[config.mk]
export PLATFORM = sky130hd
export DESIGN_NAME = bcs_stop_ctrl
export DESIGN_NICKNAME = d
export VERILOG_FILES = /design/src/verilog/bcs_pkg.sv /design/src/verilog/bcs_divider.sv /design/src/verilog/bcs_stop_ctrl.sv
export SDC_FILE = /design/constraint.sdc
export NUM_CORES = 1
export LEC_CHECK = 0
export ABC_AREA = 1
export BUFFER_PORTS_ARGS = -buffer_cell sky130_fd_sc_hd__clkbuf_2
export CORE_AREA = 8 8 45 47
export DETAILED_ROUTE_END_ITERATION = 8
export DIE_AREA = 0 0 53 55
export GPL_ROUTABILITY_DRIVEN = 0
export PLACE_DENSITY = 0.68
export SLEW_MARGIN = 20
export SYNTH_ARGS = -nofsm -noshare
export SYNTH_HDL_FRONTEND = slang
export SYNTH_HIERARCHICAL = 1
export SYNTH_SLANG_ARGS = --single-unit
[constraint.sdc]
create_clock -name sys_clk_in -period 1.4 [get_ports sys_clk_in]
set_input_delay 0.21 -clock sys_clk_in [delete_from_list [all_inputs] [get_ports sys_clk_in]]
set_output_delay 0.21 -clock sys_clk_in [all_outputs]
set_load 0.05 [all_outputs]
[src/verilog/bcs_pkg.sv]
// Shared constants of the bus clock stop control block.
// Assumes one system clock; counts are in system clock cycles, except BCS_RESTART_PERIODS, which is in bus clock periods.
package bcs_pkg;

  // ************************************************************
  // Timing
  // ************************************************************
  // System clock period in picoseconds
  localparam int BCS_SYS_PERIOD_PS = 25000;
  // System cycles per half bus clock period
  localparam int BCS_HALF_PERIOD_CYC = 1;
  // Bus clock periods allowed for a restart
  localparam int BCS_RESTART_PERIODS = 2;

  // ************************************************************
  // Output counts and reset values
  // ************************************************************
  localparam int BCS_NUM_STOP = 7;
  localparam int BCS_NUM_FREE = 3;
  localparam logic BCS_PHASE_RST = 1'h0;
  localparam logic BCS_READBACK_RST = 1'h0;

  // ************************************************************
  // Gating state, one-hot
  // ************************************************************
  typedef enum logic [1:0] {
    BCS_ST_RUNNING = 2'h1,
    BCS_ST_STOPPED = 2'h2
  } bcs_state_t;

endpackage : bcs_pkg

[src/verilog/bcs_divider.sv]
// Bus clock phase generator for the stop control block.
// Assumes the system clock is at least twice the bus clock rate.
`timescale 1ns/1ps
module bcs_divider import bcs_pkg::*; #(
  parameter int HALF_CYC = BCS_HALF_PERIOD_CYC
) (
  // Clock and reset
  input wire logic sys_clk_in,
  input wire logic reset_n_in,
  // Phase outputs
  output logic phase_next_out,
  output logic rise_out
);

  localparam int CW = (HALF_CYC > 1) ? $clog2(HALF_CYC) : 1;
  localparam logic [CW-1:0] CNT_LAST = CW'(HALF_CYC - 1);
  localparam logic [CW-1:0] CNT_ZERO = '0;

  if (HALF_CYC < 1) begin : g_bad_half
    $error("HALF_CYC must be at least one");
  end

  logic [CW-1:0] cnt_reg;
  logic [CW-1:0] cnt_next;
  logic phase_reg;
  logic phase_next;

  // ************************************************************
  // Half period counter and phase toggle
  // ************************************************************
  // Next count and phase; phase flips at the end of each half period
  always_comb begin
    cnt_next = cnt_reg + CW'(1);
    phase_next = phase_reg;
    if (cnt_reg == CNT_LAST) begin
      cnt_next = CNT_ZERO;
      phase_next = ~phase_reg;
    end
  end

  // Registers only
  always_ff @(posedge sys_clk_in or negedge reset_n_in) begin
    if (!reset_n_in) begin
      cnt_reg <= CNT_ZERO;
      phase_reg <= BCS_PHASE_RST;
    end else begin
      cnt_reg <= cnt_next;
      phase_reg <= phase_next;
    end
  end

  // Rise marks the last low cycle before the phase goes high
  assign phase_next_out = phase_next;
  assign rise_out = (cnt_reg == CNT_LAST) && !phase_reg;

endmodule : bcs_divider

[src/verilog/bcs_stop_ctrl.sv]
// Stop gating for the stoppable bus clock outputs.
// Assumes halt pin and stop bit are synchronous to sys_clk_in; the
// management interface that holds the stop and free-run bits is outside.
`timescale 1ns/1ps
module bcs_stop_ctrl import bcs_pkg::*; #(
  parameter int NUM_STOP = BCS_NUM_STOP,
  parameter int NUM_FREE = BCS_NUM_FREE,
  parameter int HALF_CYC = BCS_HALF_PERIOD_CYC
) (
  // Clock and reset
  input wire logic sys_clk_in,
  input wire logic reset_n_in,
  // Stop controls
  input wire logic bus_clock_halt_n_in,
  input wire logic stop_bit_in,
  input wire logic [NUM_FREE-1:0] free_sel_in,
  // Clock outputs
  output logic [NUM_STOP-1:0] stop_clk_out,
  output logic [NUM_FREE-1:0] free_runnable_bus_clock_out,
  output logic ref_bus_clk_out,
  // Status
  output logic run_readback_out
);

  // ************************************************************
  // Elaboration checks
  // ************************************************************
  if (NUM_STOP < 1 || NUM_FREE < 1) begin : g_bad_count
    $error("NUM_STOP and NUM_FREE must be at least one");
  end

  // Cycles allowed from run returning to outputs high again
  localparam int RESTART_CYC = BCS_RESTART_PERIODS * 2 * HALF_CYC;
  // Assertion helper width; saturates one above the restart limit
  localparam int CHK_W = $clog2(RESTART_CYC + 2);
  localparam logic [CHK_W-1:0] CHK_MAX = CHK_W'(RESTART_CYC + 1);
  localparam logic [CHK_W-1:0] CHK_LIMIT = CHK_W'(RESTART_CYC);

  logic phase_next;
  logic rise;
  logic run;
  bcs_state_t state_reg;
  bcs_state_t state_next;
  logic [NUM_STOP-1:0] stop_clk_reg;
  logic [NUM_STOP-1:0] stop_clk_next;
  logic [NUM_FREE-1:0] free_clk_reg;
  logic [NUM_FREE-1:0] free_clk_next;
  logic ref_clk_reg;
  logic ref_clk_next;
  logic readback_reg;
  logic readback_next;
  logic [NUM_FREE-1:0] free_mask_reg;
  logic [NUM_FREE-1:0] free_mask_next;
  logic [CHK_W-1:0] wait_cnt_reg;
  logic [CHK_W-1:0] wait_cnt_next;

  // True for the state in which stoppable outputs follow the phase
  function automatic logic is_running(input bcs_state_t st);
    return st == BCS_ST_RUNNING;
  endfunction : is_running

  // ************************************************************
  // Bus clock phase source
  // ************************************************************
  bcs_divider #(
    .HALF_CYC(HALF_CYC)
  ) u_divider (
    .sys_clk_in(sys_clk_in),
    .reset_n_in(reset_n_in),
    .phase_next_out(phase_next),
    .rise_out(rise)
  );

  // Effective run condition
  assign run = bus_clock_halt_n_in & stop_bit_in;

  // ************************************************************
  // Gating state and outputs
  // ************************************************************
  // State is only resampled on the cycle before a rising edge, while
  // every clock output is low, so a stop or start never cuts a pulse short
  always_comb begin
    state_next = state_reg;
    if (rise) begin
      case (state_reg)
        BCS_ST_RUNNING: begin
          if (!run) begin
            state_next = BCS_ST_STOPPED;
          end
        end
        BCS_ST_STOPPED: begin
          if (run) begin
            state_next = BCS_ST_RUNNING;
          end
        end
        default: begin
          state_next = BCS_ST_STOPPED;
        end
      endcase
    end
    ref_clk_next = phase_next;
    stop_clk_next = {NUM_STOP{phase_next && is_running(state_next)}};
    // Free selects are taken only at a rise event, so flipping one while
    // the phase is high cannot cut or add a partial pulse
    free_mask_next = rise ? free_sel_in : free_mask_reg;
    // A free-running select keeps its output on the plain phase
    free_clk_next = {NUM_FREE{phase_next}} &
      (free_mask_next | {NUM_FREE{is_running(state_next)}});
    readback_next = run;
  end

  // Registers only
  always_ff @(posedge sys_clk_in or negedge reset_n_in) begin
    if (!reset_n_in) begin
      state_reg <= BCS_ST_STOPPED;
      stop_clk_reg <= '0;
      free_clk_reg <= '0;
      ref_clk_reg <= BCS_PHASE_RST;
      readback_reg <= BCS_READBACK_RST;
      free_mask_reg <= '0;
    end else begin
      state_reg <= state_next;
      stop_clk_reg <= stop_clk_next;
      free_clk_reg <= free_clk_next;
      ref_clk_reg <= ref_clk_next;
      readback_reg <= readback_next;
      free_mask_reg <= free_mask_next;
    end
  end

  assign stop_clk_out = stop_clk_reg;
  assign free_runnable_bus_clock_out = free_clk_reg;
  assign ref_bus_clk_out = ref_clk_reg;
  assign run_readback_out = readback_reg;

  // ************************************************************
  // Assertion helper
  // ************************************************************
  // Counts cycles spent stopped while run is high; saturates so that a
  // hung restart keeps the count above the limit instead of wrapping
  always_comb begin
    wait_cnt_next = '0;
    if (state_reg == BCS_ST_STOPPED && run) begin
      wait_cnt_next = wait_cnt_reg;
      if (wait_cnt_reg != CHK_MAX) begin
        wait_cnt_next = wait_cnt_reg + CHK_W'(1);
      end
    end
  end

  // Registers only
  always_ff @(posedge sys_clk_in or negedge reset_n_in) begin
    if (!reset_n_in) begin
      wait_cnt_reg <= '0;
    end else begin
      wait_cnt_reg <= wait_cnt_next;
    end
  end
endmodule : bcs_stop_ctrl

==> results.yml, run 1 <==
sta:
  finalSetupTns_ns: 0
  rsz0062_at_grt: "true"
  fmax_mhz: 737
  setup_viol: 0
  fin_skew_ns: 0.00318
  fin_crit_ns: 1.36
  slew_violations: 0
  hold_viol: 0
  worst_pin_slew_ns: 0.301
  maxSlewHeadroom_pct: 80.0
  finalCritPeriodShare_pct: 97.0
  holdWs_ns: 0.170
yosys:
  synth-async-reset-ratio_pct: 100
  synth.most_common_cell: "nand2_1"
  synth_area_leaders: "dfrtp_1 (50%), nand2_1 (17%), buf_4 (9.5%)"
  yosysWarnings: 6
  synth_area_um2: 553
  yosys.area.top_type_share_pct: 49.8
  synthSimpleGateAreaFrac_pct: 24.0
  synth-edff-count: 0
  yosys-top-cells-count: "nand2_1 (25), dfrtp_1 (11), inv_1 (8), buf_4 (7)"
  synth_ff_type: "dfrtp_1"
  ys_types: 12
  synth_compound_area_share_pct: 1.36
  synth_xor_area_share_pct: 0
  synth_top_family_by_area: "simple AND/OR/NAND/NOR gates"
  ys_ff_latch: 12
  synth_adder_area_share_pct: 4.52
  syn_nets: 72
  yosysSeqAreaShare_pct: 54.5
  yosysTopAreaCell: "dfrtp_1"
  yosys-mux-area-fraction_pct: 0
  syn_area_per_cell_um2: 8.78
  syn_inst: 63
clocking:
  clkLatencyLatePin_ns: 0.26
  clockRootBuffer: "clkbuf_4"
  clockBufferDepth: 2
  htreeDepth: 1
  cts_inserted_buffers: 3
  cts_tree: "yes"
  clock_sinks: 12
  clk_pin_slew_ns: 0.07
placed_design:
  detailed_place_hpwl_um: 793
  port_buffers: 18
  placed_area_um2: 618
worst_setup_path:
  arrival_ns: 1.56
  worstRegToRegCells: 9
  rrSetupSlack_ns: 0.04
  timing.rr.start: "state_reg[1]$_DFF_PN1_"
  cp-start-kind: "flip-flop"
  cp.required_ns: 1.60
  endpoint_kind: "flip-flop"
  critPathKind: "flip-flop to flip-flop"
  r2r-end: "free_runnable_bus_clock_out[0]$_DFF_PN0_"
  cp-startpoint: "state_reg[1]$_DFF_PN1_"
  cp_max_fo: 4
cells_and_area:
  antenna_cells: 0
  final_nets: 92
  syn_to_final_growth_pct: 26.0
  postLayoutCellArea_um2: 697
  drive_above_1_share_pct: 40.2
floorplan:
  die_h_um: 55
  core_um2: 1380
  die-area_um2: 2920
  die_x_um: 53
  start_util_pct: 40.0
  ios: 19
  rows: 14
pwr:
  p_per_area_nw_per_um2: 1630
  vdd.ir_drop.worst_mv: 0.704
  p_leak_nw: 0.406
drt:
  wirelength_um: 1070
  via_count: 421
  wl_per_cell_um: 10.9
  drtPass1Iterations: 3
  ant_nets: 0
  drc: 0
  vias_per_cell: 4.30
  drt_iter0_drc: 1
worst_hold_path:
  min-delay-start: "free_sel_in[0]"
  whs_endpoint: "free_mask_reg[0]$_DFF_PN0_"
  min_path_type: "input pin to flip-flop"
  whs_path_depth: 3
global_routing:
  grt_antenna_before_repair: 0
  grt_use_total_pct: 7.46
  grt_max_degree: 13
  grt_pass1_wl_um: 1580
  first_global_vias: 408
  grt-ovfl-total: 0
flow_run:
  max_cap_violations: 0
run_status:
  status: "finished, final reports clean"
-- stage by stage --
| stage | power (mW) | worst slack, ns | utilization, % | cells |
|---|---|---|---|---|
| after global routing | 1.20 | -0.0331 | 50.4 | 98 |
| after global placement | 0.814 | 0.0735 | 44.7 | 91 |
| after CTS | 1.09 | 0.00645 | 48.0 | 96 |
| after detailed placement | 0.823 | 0.0296 | 44.7 | 91 |
| final | 1.14 | 0.0425 | 50.4 | 98 |
| after floorplan | 0.777 | 0.129 | - | 63 |
-- cell type report --
| type | count | area [µm²] |
|---|---|---|
| Clock buffer | 4 | 36.3 |
| Fill cell | 143 | 687 |
| Inverter | 9 | 33.8 |
| Multi-Input combinational cell | 35 | 183 |
| Sequential cell | 12 | 302 |
| Tap cell | 16 | 20.0 |
| Timing Repair Buffer | 22 | 123 |
-- worst max-delay path, cell delays in order (launching register included) --
cell	delay, ns
dfstp_2	0.55
inv_2	0.05
ha_4	0.17
nor2_4	0.06
nand2_1	0.05
nand2_1	0.07
nand2_2	0.06
nor2_2	0.12
nand2_2	0.08
nand2_1	0.07
-- layer usage --
metal | GRT usage, % | vias to the layer above | part of all wire (%)
met4 | 3.88 | 0 | 0
met2 | 12.3 | 17 | 45
met3 | 4.28 | 0 | 13
met5 | 0 | - | 0
met1 | 7.38 | 189 | 42
li1 | - | 215 | -
-- placed cells by master (no fill, tap or decap), drive strengths merged --
cell         instances
o21bai               1
ha                   2
inv                  9
nor2                 3
dfrtp               11
buf                  3
nand2               27
nand3                2
clkbuf              22
dfstp                1
dlygate4sd3          1
-- how the worst max path moves through the flow --
stage | to | slack (ns) | cells after the start
2_1_floorplan | free_runnable_bus_clock_out[0]$_DFF_PN0_ | 0.13 | 9
6_report | free_runnable_bus_clock_out[0]$_DFF_PN0_ | 0.04 | 9
3_5_place_dp | free_runnable_bus_clock_out[0]$_DFF_PN0_ | 0.03 | 9
4_1_cts | free_runnable_bus_clock_out[0]$_DFF_PN0_ | 0.006 | 9
3_3_place_gp | free_runnable_bus_clock_out[2]$_DFF_PN0_ | 0.07 | 9
5_1_grt | free_runnable_bus_clock_out[0]$_DFF_PN0_ | -0.03 | 9
-- power by group --
group          switching, mW  total, mW  internal [mW]
Combinational          0.307      0.440          0.132
Clock                  0.108      0.265          0.158
Sequential            0.0304      0.430          0.400
-- what timing repair did --
item | 4_1_cts | 5_1_grt
setup buffers | 0 | 2
resized for setup | 0 | 4
setup endpoints to repair | 0 | 4
hold buffers | 1 | 0
endpoints found under the hold margin | 11 | 0
-- logic make-up after synthesis --
group / count (synthesis)
AOI/OAI and AO/OA: 1
and+or+nand+nor: 32
buffers and inverters: 16
adders and majority gates: 2
DFF: 12
No activity file was read; power rests on OpenSTA's default activity.
==> run 2, diff against run 1 <==
- ABC_AREA: 1 -> unset
==> run 2 against run 1 <==
  * Clock power grew 3%
  * Worst setup slack gained 0.0093 ns
  * Sequential cell count is the same
  * Sequential share of layout area grew 1.4 points
  * Critical path depth shrank 5
  * Synthesized cell count shrank 22%
==> results.yml, run 2 <==
cells_and_area:
  final_nets: 77
  final_common_cell: "clkbuf_2"
  drive_above_1_share_pct: 55.2
  postLayoutCoreUtil_pct: 48.7
  final_cell_mix: "clkbuf_2 (18), dfrtp_1 (11), nand3_1 (5)"
  antenna_cells: 0
  fillers: 139
  syn_to_final_growth_pct: 23.3
floorplan:
  ios: 19
  die_x_um: 53
  core_um2: 1380
  die_h_um: 55
  die-area_um2: 2920
  start_util_pct: 39.5
  rows: 14
drt:
  drc: 0
  wl_per_cell_um: 12.0
  wirelength_um: 997
  drt_iter0_drc: 10
  ant_nets: 0
  drtPass1Iterations: 4
  vias_per_cell: 4.98
  via_count: 413
clocking:
  clk_pin_slew_ns: 0.07
  clockRootBuffer: "clkbuf_4"
  clockBufferDepth: 2
  htreeDepth: 1
  cts_tree: "yes"
  cts_inserted_buffers: 3
  clkLatencyLatePin_ns: 0.27
  clock_sinks: 12
sta:
  maxSlewHeadroom_pct: 80.9
  rsz0062_at_grt: "true"
  fmax_mhz: 742
  fin_crit_ns: 1.35
  setup_viol: 0
  hold_viol: 0
  finalCritPeriodShare_pct: 96.3
  finalSetupTns_ns: 0
  slew_violations: 0
  worst_pin_slew_ns: 0.286
  fin_skew_ns: 0.000259
worst_setup_path:
  rrSetupSlack_ns: 0.05
  max_stage_delay_ns: 0.56
  crit_buf_inv: 0
  critPathKind: "flip-flop to flip-flop"
  cp_max_fo: 5
  endpoint_kind: "flip-flop"
  cp-startpoint: "state_reg[1]$_DFF_PN1_"
  cp-start-kind: "flip-flop"
  cp.required_ns: 1.60
  crit_chain: "ha_2, nand3_1, a32o_2, o21ai_1"
  crit_slowest_cell: "dfstp_2"
  timing.rr.start: "state_reg[1]$_DFF_PN1_"
  arrival_ns: 1.55
  critPathTopFamily: "flip-flops"
yosys:
  synth_ff_type: "dfrtp_1"
  synth-async-reset-ratio_pct: 100
  synth-edff-count: 0
  yosysWarnings: 6
  yosys.area.top_type_share_pct: 50.3
  syn_inst: 49
  syn_area_per_cell_um2: 11.2
  syn_nets: 58
  ys_types: 17
  yosysSeqAreaShare_pct: 55.1
  yosys-top-cells-count: "dfrtp_1 (11), buf_4 (7), nand3_1 (5), o21ai_1 (5), inv_1 (4)"
  synth_area_leaders: "dfrtp_1 (50%), buf_4 (9.6%), mux2_2 (6.2%)"
  ys_ff_latch: 12
  yosysTopAreaCell: "dfrtp_1"
  synth_area_um2: 547
  synth.most_common_cell: "dfrtp_1"
pwr:
  internal_power_uw: 761
  power_frac_comb_pct: 49.5
  seqPwrFrac_pct: 31.9
  p_per_area_nw_per_um2: 2180
  power.switching_uw: 712
  vdd.ir_drop.worst_mv: 0.976
  p_sw_share_pct: 48.3
  p_leak_nw: 0.342
  total_power_mw: 1.47
  clockPowerShare_pct: 18.6
run_status:
  status: "finished, final reports clean"
placed_design:
  detailed_place_hpwl_um: 746
  port_buffers: 18
worst_hold_path:
  min_path_type: "input pin to flip-flop"
  min-delay-start: "stop_bit_in"
global_routing:
  grt_max_degree: 13
  grt_pass1_wl_um: 1700
  first_global_vias: 421
  grt_use_total_pct: 8.02
  grt_antenna_before_repair: 0
  grt-ovfl-total: 0
flow_run:
  max_cap_violations: 0
-- run 2: power groups by stage --
stage                     sequential [mW]  clock [mW]  combinational [mW]
after floorplan                     0.595           0               0.502
after global placement              0.472           0               0.671
after detailed placement            0.477           0               0.681
after CTS                           0.469       0.281               0.715
after global routing                0.485       0.307               0.770
final                               0.470       0.273               0.730
-- run 2: worst paths after layout --
path                       cells past startpoint                                  endpoint
max                                            4  free_runnable_bus_clock_out[1]$_DFF_PN0_
min                                            3                run_readback_out$_DFF_PN0_
max reg2reg                                    4  free_runnable_bus_clock_out[1]$_DFF_PN0_
min reg2reg                                    1                 ref_bus_clk_out$_DFF_PN0_
max in group asynchronous                      2                    state_reg[1]$_DFF_PN1_
min in group asynchronous                      2                free_mask_reg[2]$_DFF_PN0_
-- run 2: layer usage --
metal	track usage [%]	part of all wire, %	routed length (µm)
met5	0	0	0
met3	4.55	15	153
met4	3.88	0.90	9
met1	7.23	34	336
met2	14.3	50	498
-- run 2: what timing repair did --
item / 4_1_cts / 5_1_grt
setup endpoints to repair: 2 / 3
resized for setup: 1 / 3
cloned: 0 / 0
endpoints found under the hold margin: 11 / 0
pin swaps: 3 / 2
hold buffers: 1 / 0
setup buffers: 1 / 0
-- run 2: final cells by class --
type	count	area (µm²)	share of cell area [%]
timing repair buffer	22	123	18.2
multi-input combinational	23	168	24.9
inverter	6	26.3	3.90
tap	16	20.0	2.97
clock buffer	4	36.3	5.38
sequential	12	302	44.7
-- run 2: cells by family (layout without fill, tap and decap cells) --
kind of cell	Yosys count	after routing	share of synthesized area [%]
mux	3	3	6.18
compound gates	7	7	8.01
buf+inv	14	32	16.5
fa+ha+maj	2	2	4.58
simple gates	11	11	9.61
flops	12	12	55.1
-- run 2: per-stage QoR --
step,cells,hold slack [ns],instance area [µm²],setup WS (ns)
6_report,83,0.177,674,0.0518
5_1_grt,83,0.172,674,-0.0349
4_1_cts,83,0.173,666,0.0179
3_5_place_dp,77,0.102,608,-0.0174
3_3_place_gp,77,0.0998,608,0.0620
2_1_floorplan,49,-0.0856,547,0.118
-- run 2: worst min-delay path, stage by stage --
cell and delay, ns:
clkbuf_2 0.09, nand2_2 0.06, clkinv_2 0.06
==> run 3, diff against run 2 <==
- PLACE_DENSITY: 0.68 -> 0.74
==> run 3 against run 2 <==
  * Fmax rose by 1.6%
  * Highest routed layer is now met3
  * Critical path type unchanged
  * Via count decreased by 9.0%
  * Cell count shrank 1.2%
  * Sequential share of layout area increased by 0.76 points
  * Core utilization is 0.81 points lower
  * Power decreased by 3.2%
==> results.yml, run 3 (synthesis gave the netlist of run 2 again) <==
run_status:
  status: "finished, final reports clean"
placed_design:
  placed_cells: 76
  port_buffers: 18
  post-place-ws_ns: 0.0194
  detailed_place_hpwl_um: 742
drt:
  drc: 0
  via_count: 376
  wirelength_um: 939
  ant_nets: 0
  drt_iter0_drc: 1
  drtPass1Iterations: 3
  wl_per_cell_um: 11.5
  vias_per_cell: 4.59
pwr:
  p_sw_share_pct: 49.9
  clockPowerShare_pct: 15.2
  total_power_mw: 1.43
  internal_power_uw: 715
  vdd.ir_drop.worst_mv: 0.646
  p_per_area_nw_per_um2: 2150
  power_frac_comb_pct: 50.8
  power.switching_uw: 711
  seqPwrFrac_pct: 33.9
  p_leak_nw: 0.328
sta:
  fin_skew_ns: 0.00553
  setup_slack_ns: 0.0733
  finalCritPeriodShare_pct: 94.8
  fmax_mhz: 754
  slew_violations: 0
  fin_crit_ns: 1.33
  maxSlewHeadroom_pct: 81.2
  setup_viol: 0
  rsz0062_at_grt: "true"
  hold_viol: 0
  worst_pin_slew_ns: 0.282
clocking:
  clock_sinks: 12
  clkLatencyLatePin_ns: 0.27
  clk_pin_slew_ns: 0.07
  cts_tree: "yes"
  clockRootBuffer: "clkbuf_4"
  htreeDepth: 1
  cts_inserted_buffers: 3
  clockBufferDepth: 2
worst_setup_path:
  max_stage_delay_ns: 0.57
  crit_chain: "ha_2, nand3_1, a32o_2, o21ai_1"
  cp_max_fo: 5
  cp.required_ns: 1.60
  crit_slowest_cell: "dfstp_2"
  endpoint_kind: "flip-flop"
  cp-start-kind: "flip-flop"
  critPathKind: "flip-flop to flip-flop"
  arrival_ns: 1.53
floorplan:
  die-area_um2: 2920
  die_x_um: 53
  core_um2: 1380
  ios: 19
  rows: 14
  start_util_pct: 39.5
  die_h_um: 55
global_routing:
  grt_pass1_wl_um: 1590
  grt_antenna_before_repair: 0
  grt_use_met3_pct: 3.48
  grt-ovfl-total: 0
  first_global_vias: 373
  grt-busiest-layer: "met2"
  grt.met1_usage_pct: 7.85
  grt_use_total_pct: 7.68
  grtUsageMet2_pct: 11.5
  grt_max_degree: 15
cells_and_area:
  drive_above_1_share_pct: 53.0
  final_nets: 76
  syn_to_final_growth_pct: 21.3
  final_common_cell: "clkbuf_2"
  regArea_um2: 302
  multi_input_area_um2: 174
  fin_cells: 82
  antenna_cells: 0
  fillers: 138
  final_cell_mix: "clkbuf_2 (18), dfrtp_1 (11), nand3_1 (5)"
flow_run:
  max_cap_violations: 0
worst_hold_path:
  min_path_type: "input pin to flip-flop"
==> run 3: cell count changes in the layout (fill, tap and decap cells not counted), sizes merged <==
cell	previous run	this run
buf	3	2
==> run 3: final timing paths <==
check | cells after the start | start | to | slack [ns]
max in group asynchronous | 2 | reset_n_in | state_reg[1]$_DFF_PN1_ | 0.77
hold reg to reg | 1 | free_mask_reg[2]$_DFF_PN0_ | free_mask_reg[2]$_DFF_PN0_ | 0.50
hold / removal | 3 | stop_bit_in | run_readback_out$_DFF_PN0_ | 0.18
setup / recovery | 4 | state_reg[1]$_DFF_PN1_ | free_runnable_bus_clock_out[1]$_DFF_PN0_ | 0.07
setup reg to reg | 4 | state_reg[1]$_DFF_PN1_ | free_runnable_bus_clock_out[1]$_DFF_PN0_ | 0.07
min in group asynchronous | 2 | reset_n_in | free_mask_reg[2]$_DFF_PN0_ | 0.35
==> run 3: final cells by class <==
class	count	area share [%]
Clock buffer	4	3.96
Inverter	6	3.96
Timing Repair Buffer	21	17.4
Sequential cell	12	45.5
Multi-Input combinational cell	23	26.2
Tap cell	16	3.02
==> run 3: critical path: cells and delay by family (launching register included) <==
family / cells / cell delay [ns]
DFF: 1 / 0.57
AOI/OAI and AO/OA: 2 / 0.44
adders and majority gates: 1 / 0.19
and+or+nand+nor: 1 / 0.06
==> run 3: per-stage QoR <==
step	cell area [µm²]	hold WS [ns]	TNS, ns	util, %
after CTS	637	0.167	0	46.0
after global placement	601	0.105	0	43.4
after global routing	663	0.176	-0.0545	47.9
after detailed placement	601	0.109	0	43.4
after floorplan	547	-0.0856	0	-
final	663	0.179	0	47.9
==> run 3: power by group through the flow <==
stage | Combinational (mW) | Sequential [mW] | Clock [mW]
final | 0.725 | 0.484 | 0.217
after global routing | 0.775 | 0.497 | 0.251
after CTS | 0.683 | 0.472 | 0.234
after detailed placement | 0.681 | 0.478 | 0
after global placement | 0.670 | 0.472 | 0
after floorplan | 0.502 | 0.595 | 0
==> run 3: timing repair <==
action,in CTS,in global routing
setup endpoints to repair,0,4
endpoints found under the hold margin,11,0
gates resized for setup,0,5
hold buffers,1,0
buffers inserted,0,1
==> run 3: metal layers <==
metal,routed length [µm],up-vias
met5,0,-
met4,0,0
met3,127,0
met2,437,16
met1,374,171
li1,-,189
